File: src/distributed_dma_pkg.sv
// distributed dma register block: offsets, reset values and state layouts
// assumes one clock domain; all users import the whole package
package distributed_dma_pkg;

  // ==========================================================
  // configuration space
  localparam logic [7:0]  CFG_DMA_BASE_OFS   = 8'h98;
  localparam logic [15:0] IO_BASE_WR_MASK    = 16'hFFF0;
  localparam logic [15:0] IO_BASE_RESET      = 16'h0000;

  // ==========================================================
  // byte offsets inside the 16-byte i/o window
  localparam logic [3:0] OFS_ADDR_LO     = 4'h0;
  localparam logic [3:0] OFS_ADDR_HI     = 4'h1;
  localparam logic [3:0] OFS_PAGE        = 4'h2;
  localparam logic [3:0] OFS_COUNT_LO    = 4'h4;
  localparam logic [3:0] OFS_COUNT_HI    = 4'h5;
  localparam logic [3:0] OFS_STAT_CMD    = 4'h8;
  localparam logic [3:0] OFS_REQUEST     = 4'h9;
  localparam logic [3:0] OFS_MODE        = 4'hB;
  localparam logic [3:0] OFS_MASTER_CLR  = 4'hD;
  localparam logic [3:0] OFS_MULTI_MASK  = 4'hF;

  // ==========================================================
  // field positions and reset values
  localparam int          CMD_ENABLE_N_BIT = 2;
  localparam int          MODE_LSB         = 2;
  localparam logic [15:0] ADDR_RESET       = 16'h0000;
  localparam logic [15:0] COUNT_RESET      = 16'h0000;
  localparam logic [7:0]  PAGE_RESET       = 8'h00;
  localparam logic [5:0]  MODE_RESET       = 6'h00;
  localparam logic [3:0]  MASK_RESET       = 4'hF;
  localparam logic [15:0] STEP_8BIT        = 16'h0001;
  localparam logic [15:0] STEP_16BIT       = 16'h0002;

  // ==========================================================
  // state of the register block
  typedef struct packed {
    logic [15:0] io_base;
    logic [15:0] base_addr;
    logic [15:0] cur_addr;
    logic [15:0] base_count;
    logic [15:0] cur_count;
    logic [7:0]  page;
    logic        enable_n;
    logic [3:0]  tc;
    logic [5:0]  mode;
    logic [3:0]  mask;
    logic        soft_req;
    logic [7:0]  io_rdata;
    logic [31:0] cfg_rdata;
    logic        dreq_s1;
    logic        dreq_s2;
  } regs_type;

  // state of the address phase driver
  typedef struct packed {
    logic [31:0] ad;
    logic        oe;
  } ad_phase_type;

endpackage

File: src/address_phase_former.sv
// forms the transfer address driven on the address/data lines
// assumes start is a one-cycle pulse on the same clock
`timescale 1ns/1ps

module address_phase_former
  import distributed_dma_pkg::*;
(
  input  wire logic        clk,
  input  wire logic        reset,
  input  wire logic        start,
  input  wire logic        wide,
  input  wire logic [15:0] cur_addr,
  input  wire logic [7:0]  page,
  output logic      [31:0] ad,
  output logic             ad_oe
);

  ad_phase_type s_q;
  ad_phase_type s_d;

  // ==========================================================
  // address phase
  always_comb begin
    s_d    = s_q;
    s_d.oe = start;
    if (start) begin
      if (wide) begin
        // word addressing: page bit 0 dropped, line 0 low
        s_d.ad = {8'h00, page[7:1], cur_addr, 1'b0};
      end else begin
        s_d.ad = {8'h00, page, cur_addr};
      end
    end
  end

  always_ff @(posedge clk) begin
    if (reset) begin
      s_q <= '0;
    end else begin
      s_q <= s_d;
    end
  end

  assign ad    = s_q.ad;
  assign ad_oe = s_q.oe;

endmodule

File: src/distributed_dma_regs.sv
// distributed dma slave register block with its address phase output
// assumes config and i/o strobes are one-cycle pulses on CLK;
// the card request line is asynchronous and is synchronised here
`timescale 1ns/1ps

// Operation
// - configuration offset 98h holds the programmable i/o base of the block.
// - a 16-byte i/o window from that base is decoded as the block.
// - legacy bits without meaning here are read-only and do nothing.
// - reserved locations are read-only and read as zero.
// - writes to reserved locations are dropped and change nothing.
// - offset 00h takes start address on write, reads present address.
// - offset 02h is the readable and writable upper address page byte.
// - 04h count, 08h status/command/request/mode, 0Ch multichannel/mask/clear.
// - byte mode drives current address onto lines 15 to 0.
// - byte mode drives all eight page bits onto lines 23 to 16.
// - word mode drives current address onto lines 16 to 1, line 0 low.
// - word mode drives page bits 7 to 1 onto lines 23 to 17.
// - count drops by one per byte transfer, by two per word.
// - command enable bit is active low and enabled after reset.
module distributed_dma_regs
  import distributed_dma_pkg::*;
(
  input  wire logic        CLK,
  input  wire logic        RESET,
  input  wire logic        CFG_WR,
  input  wire logic        CFG_RD,
  input  wire logic [7:0]  CFG_ADDR,
  input  wire logic [31:0] CFG_WDATA,
  output logic      [31:0] CFG_RDATA,
  input  wire logic        IO_WR,
  input  wire logic        IO_RD,
  input  wire logic [15:0] IO_ADDR,
  input  wire logic [7:0]  IO_WDATA,
  output logic      [7:0]  IO_RDATA,
  output logic             IO_HIT,
  input  wire logic        CARD_DREQ,
  input  wire logic        XFER_WIDE,
  input  wire logic        XFER_DONE,
  input  wire logic        ADDR_PHASE,
  output logic      [31:0] AD_OUT,
  output logic             AD_OE,
  output logic             CONTROLLER_ENABLE,
  output logic             SOFT_REQUEST,
  output logic      [5:0]  MODE_BITS,
  output logic             CHANNEL_MASKED,
  output logic             TERMINAL_COUNT
);

  regs_type r_q;
  regs_type r_d;

  // ==========================================================
  // decode helpers
  function automatic logic window_hit(input logic [15:0] addr, input logic [15:0] base);
    // an unprogrammed base claims nothing, so a cleared pointer stays silent
    window_hit = (base != 16'h0000) && (addr[15:4] == base[15:4]);
  endfunction

  function automatic logic io_sel(input logic strobe, input logic [15:0] addr,
                                  input logic [15:0] base, input logic [3:0] ofs);
    io_sel = strobe && window_hit(addr, base) && (addr[3:0] == ofs);
  endfunction

  logic        active;
  logic [15:0] step;
  logic [15:0] next_count;
  logic        borrow;
  logic        tc_clear;
  logic        master_clear;

  assign active       = !r_q.enable_n;
  assign step         = XFER_WIDE ? STEP_16BIT : STEP_8BIT;
  assign next_count   = r_q.cur_count - step;
  assign borrow       = r_q.cur_count < step;
  assign tc_clear     = io_sel(IO_RD, IO_ADDR, r_q.io_base, OFS_STAT_CMD);
  assign master_clear = io_sel(IO_WR, IO_ADDR, r_q.io_base, OFS_MASTER_CLR);

  // ==========================================================
  // next state
  always_comb begin
    r_d = r_q;

    // two-stage synchroniser for the card request pin
    r_d.dreq_s1 = CARD_DREQ;
    r_d.dreq_s2 = r_q.dreq_s1;

    // configuration space pointer
    if (CFG_WR && CFG_ADDR == CFG_DMA_BASE_OFS) begin
      r_d.io_base = CFG_WDATA[15:0] & IO_BASE_WR_MASK;
    end
    if (CFG_RD) begin
      r_d.cfg_rdata = (CFG_ADDR == CFG_DMA_BASE_OFS) ? {16'h0000, r_q.io_base} : 32'h0000_0000;
    end

    // read of the i/o window; holes and write-only bytes read zero
    if (IO_RD && window_hit(IO_ADDR, r_q.io_base)) begin
      case (IO_ADDR[3:0])
        OFS_ADDR_LO:    r_d.io_rdata = r_q.cur_addr[7:0];
        OFS_ADDR_HI:    r_d.io_rdata = r_q.cur_addr[15:8];
        OFS_PAGE:       r_d.io_rdata = r_q.page;
        OFS_COUNT_LO:   r_d.io_rdata = r_q.cur_count[7:0];
        OFS_COUNT_HI:   r_d.io_rdata = r_q.cur_count[15:8];
        OFS_STAT_CMD:   r_d.io_rdata = {{4{r_q.dreq_s2}}, r_q.tc};
        OFS_MULTI_MASK: r_d.io_rdata = {4'h0, r_q.mask};
        default:        r_d.io_rdata = 8'h00;
      endcase
    end

    // writes; any offset not listed falls through untouched
    if (IO_WR && window_hit(IO_ADDR, r_q.io_base)) begin
      case (IO_ADDR[3:0])
        OFS_ADDR_LO: begin
          r_d.base_addr[7:0] = IO_WDATA;
          r_d.cur_addr[7:0]  = IO_WDATA;
        end
        OFS_ADDR_HI: begin
          r_d.base_addr[15:8] = IO_WDATA;
          r_d.cur_addr[15:8]  = IO_WDATA;
        end
        OFS_PAGE: begin
          r_d.page = IO_WDATA;
        end
        OFS_COUNT_LO: begin
          r_d.base_count[7:0] = IO_WDATA;
          r_d.cur_count[7:0]  = IO_WDATA;
        end
        OFS_COUNT_HI: begin
          r_d.base_count[15:8] = IO_WDATA;
          r_d.cur_count[15:8]  = IO_WDATA;
        end
        OFS_STAT_CMD: begin
          // only the enable bit exists, the rest of the byte is dropped
          r_d.enable_n = IO_WDATA[CMD_ENABLE_N_BIT];
        end
        OFS_REQUEST: begin
          r_d.soft_req = 1'b1;
        end
        OFS_MODE: begin
          r_d.mode = IO_WDATA[7:MODE_LSB];
        end
        OFS_MULTI_MASK: begin
          r_d.mask = IO_WDATA[3:0];
        end
        default: begin
        end
      endcase
    end

    // status clears on read; a terminal count in the same cycle still sets it
    if (tc_clear) begin
      r_d.tc = 4'h0;
    end

    // a completed transfer advances address and count
    if (XFER_DONE && active) begin
      r_d.cur_addr  = r_q.cur_addr + 16'h0001;
      r_d.cur_count = next_count;
      if (borrow) begin
        r_d.tc = 4'hF;
      end
    end

    if (master_clear) begin
      r_d.enable_n = 1'b0;
      r_d.tc       = 4'h0;
      r_d.mode     = MODE_RESET;
      r_d.mask     = MASK_RESET;
      r_d.soft_req = 1'b0;
    end
  end

  // ==========================================================
  // state register
  always_ff @(posedge CLK) begin
    if (RESET) begin
      r_q            <= '0;
      r_q.io_base    <= IO_BASE_RESET;
      r_q.base_addr  <= ADDR_RESET;
      r_q.cur_addr   <= ADDR_RESET;
      r_q.base_count <= COUNT_RESET;
      r_q.cur_count  <= COUNT_RESET;
      r_q.page       <= PAGE_RESET;
      r_q.enable_n   <= 1'b0;
      r_q.mode       <= MODE_RESET;
      r_q.mask       <= MASK_RESET;
    end else begin
      r_q <= r_d;
    end
  end

  // ==========================================================
  // address phase driver
  address_phase_former u_former (
    .clk      (CLK),
    .reset    (RESET),
    .start    (ADDR_PHASE && active),
    .wide     (XFER_WIDE),
    .cur_addr (r_q.cur_addr),
    .page     (r_q.page),
    .ad       (AD_OUT),
    .ad_oe    (AD_OE)
  );

  // ==========================================================
  // outputs
  assign IO_HIT            = (IO_RD || IO_WR) && window_hit(IO_ADDR, r_q.io_base);
  assign IO_RDATA          = r_q.io_rdata;
  assign CFG_RDATA         = r_q.cfg_rdata;
  assign CONTROLLER_ENABLE = active;
  assign SOFT_REQUEST      = r_q.soft_req;
  assign MODE_BITS         = r_q.mode;
  assign CHANNEL_MASKED    = r_q.mask[0];
  assign TERMINAL_COUNT    = r_q.tc[0];

endmodule

File: config.mk
export PLATFORM = sky130hd
export DESIGN_NAME = distributed_dma_regs
export DESIGN_NICKNAME = d
export VERILOG_FILES = /design/src/distributed_dma_pkg.sv /design/src/address_phase_former.sv /design/src/distributed_dma_regs.sv
export SDC_FILE = /design/constraint.sdc
export NUM_CORES = 1
export LEC_CHECK = 0
export ABC_AREA = 0
export BUFFER_PORTS_ARGS = -buffer_cell sky130_fd_sc_hd__buf_2
export CAP_MARGIN = 10
export CORE_ASPECT_RATIO = 1.25
export CORE_MARGIN = 2
export CORE_UTILIZATION = 54
export DETAILED_ROUTE_END_ITERATION = 10
export PLACE_DENSITY_LB_ADDON = 0.2
export SETUP_SLACK_MARGIN = 0.3
export SYNTH_ARGS = -nofsm -noshare
export SYNTH_HDL_FRONTEND = slang
export SYNTH_SLANG_ARGS = --single-unit
File: constraint.sdc
create_clock -name CLK -period 3.1 [get_ports CLK]
set_clock_uncertainty 0.05 [all_clocks]
set_input_delay 0.31 -clock CLK [delete_from_list [all_inputs] [get_ports CLK]]
set_output_delay 0.31 -clock CLK [all_outputs]
set_load 0.03 [all_outputs]
* Word-level counts from Yosys, hierarchy flattened
Index checks and enable logic that the tools add are counted.
** Operators by class
- Add/subtract/negate cells :: 2
- Order comparisons :: 1
- Equal/unequal tests :: 11
- Multiplexer cells :: 18
- Reduce and logical (&&, ||, !) cells :: 30
** Operators by type and width (number)
- 2-to-1 mux 57 bit :: 1
- 2-to-1 mux 8 bit :: 7
- case mux 8 bit (7 select lines) :: 1
- 2-to-1 mux 16 bit :: 3
- AND reduction 2 bit :: 11
- == test 4 bit, second input constant :: 5
- 2-to-1 mux 17 bit :: 1
- adder 16 x 1 -> 16 bit, second input constant :: 1
- < comparator 16 x 2 -> 1 bit :: 1
- nonzero test 16 bit :: 1
- subtractor 16 x 2 -> 16 bit :: 1
- == test 12 bit :: 1
- 2-to-1 mux 4 bit :: 3
- nonzero test 2 bit :: 5
- logical AND 1 bit :: 9
- == test 4 x 3 -> 1 bit, second input constant :: 2
- == test 8 bit, second input constant :: 1
- == test 4 x 1 -> 1 bit, second input constant :: 1
- == test 4 x 2 -> 1 bit, second input constant :: 1
- logical NOT 4 bit :: 1
- 2-to-1 mux 2 bit :: 1
- OR reduction 2 bit :: 1
- logical NOT 1 bit :: 1
- logical OR 1 bit :: 1
- 2-to-1 mux 1 bit :: 1
** Word-level totals
- Flip-flop bits (word level) :: 151
- Input port bits :: 74
- Output and inout bits :: 84
- Logic and storage cells :: 81

* Longest topological paths before layout
Gate-level depths: netlist (run 1).
- Depth after elaboration :: 7
- Gate-level depth with buffers :: 11
- Mapped depth without buffers :: 9

* By module
Synthesis (run 1) repeated with hierarchy kept, for this count alone.
** Second synthesis, totals
- Cell total of the unflattened synthesis :: 744
- Area total of the unflattened synthesis :: 6134.6 µm²
** By module, submodules not included
- distributed_dma_regs :: instances 1, cells an instance 634, area an instance 5042.3 µm², sequential area each 1801.7 µm²
- address_phase_former :: instances 1, cells an instance 110, area an instance 1092.3 µm², sequential area each 500.5 µm²

* Least setup slack after synthesis (run 1)
OpenSTA, ideal clock, no wires.
- Path type :: input -> register
- From :: input XFER_WIDE
- To :: register r_q[78] in the netlist's numbering
- Library setup time :: 128 ps
- Arrival :: 2380 ps
- Data required time :: 2922 ps
- Slack :: 542 ps
- Cell stages on the path :: 11
- Path buffers :: 2
- Cell sequence :: clkbuf_1 -> buf_2 -> inv_1 -> ha_1 -> fa_1 -> nor4bb_1 -> nand4_1 -> nor3_1 -> a41oi_1 -> o22a_1 -> nor2_1
** Between the ends
- Cells in the longest elaborated chain, start to end :: 3
** Ends and longest elaborated chain
- start, declared :: line distributed_dma_regs.sv:38 : input wire logic XFER_WIDE,
- 2-to-1 mux 2 bit :: line distributed_dma_regs.sv:73 : assign step = XFER_WIDE ? STEP_16BIT : STEP_8BIT;
- subtractor 16 x 2 -> 16 bit :: line distributed_dma_regs.sv:74 : assign next_count = r_q.cur_count - step;
- 2-to-1 mux 16 bit :: line distributed_dma_regs.sv:156 : if (XFER_DONE && active) begin
- end signal, assigned :: line distributed_dma_regs.sv:188 : r_q <= r_d;
- end, declared :: line distributed_dma_regs.sv:50 : regs_type r_q;
No other way between the ends.
A chain may end at the register's enable or synchronous reset.

* Final worst setup path (run 1)
- From :: register r_q[138] in the netlist's numbering
- To :: output IO_HIT
** Between the ends
- Cells in the longest elaborated chain, start to end :: 3
- Elaborated cells on any way between the ends :: 4
- Classes of those cells :: 1 x eq/ne; 3 x reduce/logical
** Ends and longest elaborated chain
- == test 12 bit or nonzero test 16 bit (tied branches) :: line distributed_dma_regs.sv:57 : window_hit = (base != 16'h0000) && (addr[15:4] == base[15:4]);
- logical AND 1 bit * :: line distributed_dma_regs.sv:57
- logical AND 1 bit * :: line distributed_dma_regs.sv:207 : assign IO_HIT = (IO_RD || IO_WR) && window_hit(IO_ADDR, r_q.io_base);
- end, declared :: line distributed_dma_regs.sv:36 : output logic IO_HIT,
Every way passes the cells marked *; elsewhere a longest branch is shown, timed or not.

==> out/qor.yml, run 1 <==
run_status:
  status: "finished clean"
cells_and_area:
  layout-drive-gt1-share: 0.196
  n_fill_cell: 1055
  multi_input_area_um2: 3410
  seq_area_um2: 2300
  area_growth_pct: 14.3
  final_cell_mix: "dfxtp_1 (115), buf_2 (109), nand2_1 (78)"
  finalNetCount: 916
  antenna_cells: 0
  final_common_cell: "dfxtp_1"
worst_setup_path:
  worst-setup-path-type: "flop to primary output"
  cp-end-kind: "primary output"
  cp.required_ps: 2740
  crit_arrival_ps: 2240
  cp-startpoint: "r_q[138]$_SDFFE_PP0P_"
  cp-start-kind: "flop"
  cp_max_fo: 7
  r2r_start: "r_q[138]$_SDFFE_PP0P_"
timing:
  finalMaxSlewViolations: 0
  tightestPinTransition_ps: 697
  timing.fmax_mhz: 384
  hold_viol: 0
  relSlewSlack: 0.533
  fin_crit_ps: 2600
  hold_ws_ps: 69.0
  period_share: 0.839
  finalSetupViolCount: 0
  rsz0062_at_grt: "false"
  final.setup.tns_ps: 0
clocking:
  cts_hold_buf: 0
  cts_tree: "done"
  insertion_delay_ps: 410
  clockBufferDepth: 2
  tritoncts.num_buffers: 17
  ctsResizeCount: 0
  clk_pin_slew_ps: 60
  cts_sinks: 115
  postCtsSetupBuffers: 0
  cts-root-buf: "clkbuf_16"
  cts_max_level: 4
synth:
  synth_fa_ha_area_frac: 0.00918
  synth_top_family_by_area: "simple AND/OR/NAND/NOR gates"
  synth-simple-area-share: 0.235
  async_flop_share: 0
  synth_seq_area_share: 0.367
  syn_area_per_cell_um2: 8.09
  synth_cell_type_count: 60
  synth-warning-count: 0
  syn_area_um2: 6270
  syn_inst: 775
  synth-edff-count: 0
  synth-compound-area-share: 0.190
  synthXorXnorAreaFrac: 0.0223
  synth-seq-cells: 115
  yosys-mux-area-fraction: 0.0702
  synth-main-ff-cell: "dfxtp_1"
placement:
  numPortBuffers: 109
  gp_congestion: 0.960
  dp_hpwl_um: 12800
route:
  ant_nets: 0
  wirelength_um: 17500
  wl_per_cell_um: 17.7
  vias: 5924
  drt_first_iter_violations: 484
  firstDrtPassIters: 6
  drc: 0
  viasPerCell: 6.00
die:
  fp.coreArea_um2: 11500
  dieArea_um2: 12500
  fp.dieH_um: 124
  core.rowCount: 44
  die_x_um: 100
  start_util: 0.548
  ios: 158
run:
  max-cap-violations: 0
worst_hold_path:
  min_from: "CARD_DREQ"
  hold_path_class: "input port to flop"
global_routing:
  grt.total_usage: 0.281
  overflow: 0
  grt_pass1_wl_um: 27700
  antenna_found_initial: 0
  grt_max_degree: 31
  grt_pass1_vias: 5500
power:
  power_density_nw_per_um2: 558
  ir_drop_uv: 355
  total_leakage_power_uw: 0.00303
[stage by stage]
stage	power [uW]	worst slack, ps	area (um2)	std cells	util
floorplan	1950	542	6370	802	-
global placement	2060	686	6580	957	0.574
detailed placement	2070	656	6580	957	0.574
CTS	4010	493	7170	988	0.626
global route	4140	314	7170	988	0.626
finish	4000	498	7170	988	0.626
[registers in the layout, indices dropped and copies added, names as in the netlist]
name            cells
u_former.ad        24
TERMINAL_COUNT      1
CHANNEL_MASKED      1
MODE_BITS           6
IO_RDATA            8
CFG_RDATA          12
r_d                 1
u_former.ad_oe      1
SOFT_REQUEST        1
r_q                60
[cell usage after synthesis, drive strengths merged, types with 16 or more instances]
cell type    n  area share
nor3        16       0.013
nand3       36       0.030
a211oi      26       0.031
a21oi       64       0.051
nand2       78       0.047
clkbuf      39       0.023
buf         68       0.077
mux2i       44       0.070
nor2        67       0.040
o21ai       31       0.025
dfxtp      115        0.37
[worst max-delay path: stages, from the launching register on]
cell and delay [ps]:
dfxtp_1 340, xnor2_1 270, nand4_1 190, nor4_4 490
buf_4 230, o21a_1 120, buf_2 190
[path summary, 6_finish.rpt]
| kind | endpoint | slack [ps] | depth (start not counted) |
|---|---|---|---|
| max | IO_HIT | 500 | 6 |
| min | r_d[0]$_SDFF_PP0_ | 70 | 2 |
| max reg2reg | r_q[55]$_SDFF_PP0_ | 680 | 7 |
| min reg2reg | u_former.ad[0]$_SDFFE_PP0P_ | 400 | 2 |
[power by group]
part           switching, uW  leakage (uW)  internal (uW)
clock                    695      0.000282           1260
combinational            312       0.00181            155
sequential              56.0      0.000934           1530
total                   1060       0.00303           2940
[cell type report]
cell class                      count  share of cell area
Clock buffer                       18              0.0599
Clock inverter                     13              0.0227
Inverter                           10             0.00524
Multi-Input combinational cell    570               0.475
Sequential cell                   115               0.321
Tap cell                          138              0.0241
Timing Repair Buffer              124              0.0918
[cells by family (layout without fill, tap and decap cells)]
| family | Yosys count | in the layout |
|---|---|---|
| buf+inv | 117 | 165 |
| flops | 115 | 115 |
| fa+ha+maj | 4 | 4 |
| compound gates | 186 | 186 |
| simple gates | 292 | 292 |
| xor+xnor | 16 | 16 |
| other cells | 1 | 28 |
| mux | 44 | 44 |
[routing by layer]
metal,global-route usage,up-vias,routed length [um]
met5,0,-,0
met4,0.168,0,1070
met3,0.0629,79,1430
met2,0.452,320,8200
met1,0.337,2702,6810
li1,-,2823,-
No activity file was read; power rests on OpenSTA's default activity.
==> run 2: changes to the inputs <==
--- a/config.mk
+++ b/config.mk
@@ -10,7 +10,7 @@
 export CAP_MARGIN = 10
 export CORE_ASPECT_RATIO = 1.25
 export CORE_MARGIN = 2
-export CORE_UTILIZATION = 54
+export CORE_UTILIZATION = 49
 export DETAILED_ROUTE_END_ITERATION = 10
 export PLACE_DENSITY_LB_ADDON = 0.2
 export SETUP_SLACK_MARGIN = 0.3
==> constraint.sdc (replaced) <==
create_clock -name CLK -period 2.1 [get_ports CLK]
set_clock_uncertainty 0.05 [all_clocks]
set_input_delay 0.21 -clock CLK [delete_from_list [all_inputs] [get_ports CLK]]
set_output_delay 0.21 -clock CLK [all_outputs]
set_load 0.03 [all_outputs]
==> run 2 against run 1 <==
Effect of this change: the flow now finishes with violations (setup timing); core utilization up 6.4 points; flip-flop and latch count unchanged; cell area is 21% higher; combinational power up 99%; highest routed layer unchanged.
==> out/qor.yml, run 2 (synthesized netlist as in run 1, its figures left out) <==
run_status:
  status: "complete, but fails checks"
  violations: "setup timing"
die:
  fp.dieH_um: 130  # +4.8%
  dieArea_um2: 13700  # +9.8%
  core.rowCount: 46  # +4.5%
  die_x_um: 105  # +4.8%
  ios: 158  # unchanged
  fp.coreArea_um2: 12600  # +10%
  start_util: 0.498  # -0.0501
timing:
  timing.fmax_mhz: 469
  relSlewSlack: 0.633  # +0.100
  fin_crit_ps: 2130
  finalSetupViolCount: 5  # +5
  final.setup.tns_ps: -45.6  # -45.6 ps
  finalMaxSlewViolations: 0  # unchanged
  hold_viol: 0  # unchanged
  hold_ws_ps: 125  # +55.9 ps
  period_share: 1.02
  tightestPinTransition_ps: 550  # -147 ps
  fin_ws_ps: -32.2  # -530 ps
  rsz0062_at_grt: "true"
route:
  firstDrtPassIters: 5  # -1
  viasPerCell: 5.87  # -2.0%
  drt_first_iter_violations: 560  # +16%
  ant_nets: 0  # unchanged
  drc: 0  # unchanged
  wl_per_cell_um: 19.4  # +9.6%
  wirelength_um: 21400  # +22%
  vias: 6462  # +9.1%
clocking:
  clockBufferDepth: 2  # unchanged
  cts_tree: "done"
  cts-root-buf: "clkbuf_16"
  cts_max_level: 4  # unchanged
  cts_sinks: 115  # unchanged
  tritoncts.num_buffers: 17  # unchanged
  clk_pin_slew_ps: 60  # about the same
  insertion_delay_ps: 420  # about the same
worst_hold_path:
  whs_endpoint: "r_q[46]$_SDFFE_PP1P_"
  min_from: "IO_WDATA[3]"
  hold_path_class: "input port to flop"
  holdPathStages: 3  # +1
cells_and_area:
  final_common_cell: "buf_2"
  largest_reg_flops: 60  # unchanged
  area_growth_pct: 38.8
  layout-drive-gt1-share: 0.378  # +0.181
  final_cell_mix: "buf_2 (108), dfxtp_1 (100), nand2_1 (72)"
  finalNetCount: 997  # +8.8%
  antenna_cells: 0  # unchanged
  largest-register: "r_q"
worst_setup_path:
  cp-end-kind: "primary output"
  cp_max_fo: 4  # -3
  r2r_slack_ps: -10  # -690 ps
  crit_arrival_ps: 1870  # -370 ps
  cp_slowest_stage_delay_ps: 370  # -120 ps
  cp-start-kind: "flop"
  reg2reg_to: "r_q[66]$_SDFFE_PP0P_"
  r2r_start: "r_q[134]$_SDFFE_PP0P_"
  worst-setup-path-type: "flop to primary output"
  reg2regPathDepth: 10  # +3
  crit_slowest_cell: "dfxtp_4"
  crit_chain: "xnor2_2 > nand4_1 > nor4_4 > buf_4 > o21a_1 > buf_6"
  cp.required_ps: 1840  # -900 ps
power:
  power.total_uw: 6050  # +51%
  power_density_nw_per_um2: 696  # +25%
  ir_drop_uv: 421  # +19%
  total_leakage_power_uw: 0.00362  # +20%
run:
  max-cap-violations: 0  # unchanged
global_routing:
  grt_pass1_vias: 5945  # +8.1%
  grt_pass1_wl_um: 31400  # +13%
  overflow: 0  # unchanged
  antenna_found_initial: 0  # unchanged
  grt.total_usage: 0.294  # +0.0139
  grt_max_degree: 61  # +97%
placement:
  dp_hpwl_um: 14100  # +10%
  gp_congestion: 1.01  # +4.9%
  numPortBuffers: 109  # unchanged
==> run 2: how the worst max path moves through the flow <==
stage | from | to
final | r_q[135]$_SDFFE_PP0P_ | IO_HIT
after global routing | r_q[134]$_SDFFE_PP0P_ | IO_RDATA[1]$_SDFFE_PP0P_
after CTS | r_q[145]$_SDFFE_PP0P_ | IO_HIT
after detailed placement | r_q[136]$_SDFFE_PP0P_ | IO_RDATA[4]$_SDFFE_PP0P_
after global placement | IO_ADDR[5] | r_q[69]$_SDFFE_PP0P_
after floorplan | XFER_WIDE | r_q[78]$_SDFFE_PP0P_
==> run 2: metal layers <==
layer  share of wire  GRT usage  vias to the layer above
met5               0          0                        -
met4           0.062      0.181                        0
met3           0.071     0.0630                       89
met2            0.50      0.524                      350
met1            0.37      0.321                     3034
li1                -          -                     2989
==> run 2: layout make-up <==
cell class | instances | area, um2
sequential | 115 | 2330
timing repair buffer | 204 | 1500
fill | 998 | 3900
multi-input combinational | 571 | 4060
inverter | 10 | 40.0
tap | 168 | 210
clock buffer | 19 | 443
clock inverter | 13 | 128
==> run 2: timing repair <==
action / 4_1_cts / 5_1_grt
hold buffers: 13 / 0
buffers inserted: 14 / 15
endpoints found under the hold margin: 13 / 0
pin swaps: 48 / 39
cloned: 3 / 0
setup endpoints to repair: 63 / 65
resized for setup: 104 / 65
==> run 2: worst max-delay path, delay by kind of cell, from the launching register on <==
kind,cells,cell delay (ps)
simple gates,2,470
flops,1,370
buf+inv,2,320
xor+xnor,1,160
compound gates,1,140
==> run 2: where the power goes <==
part / internal [uW] / leakage (uW) / switching (uW)
logic: 357 / 0.00241 / 570
registers: 2240 / 0.000942 / 71.9
clock network: 1680 / 0.000271 / 1130
==> run 2: stage by stage <==
stage	util	instance area, um2	std cells	worst slack, ps
finish	0.691	8700	1100	-32.2
global route	0.691	8700	1100	-136
CTS	0.656	8270	1085	-38.6
detailed placement	0.557	7020	1023	39.9
global placement	0.557	7020	1023	66.3
floorplan	-	6500	802	176
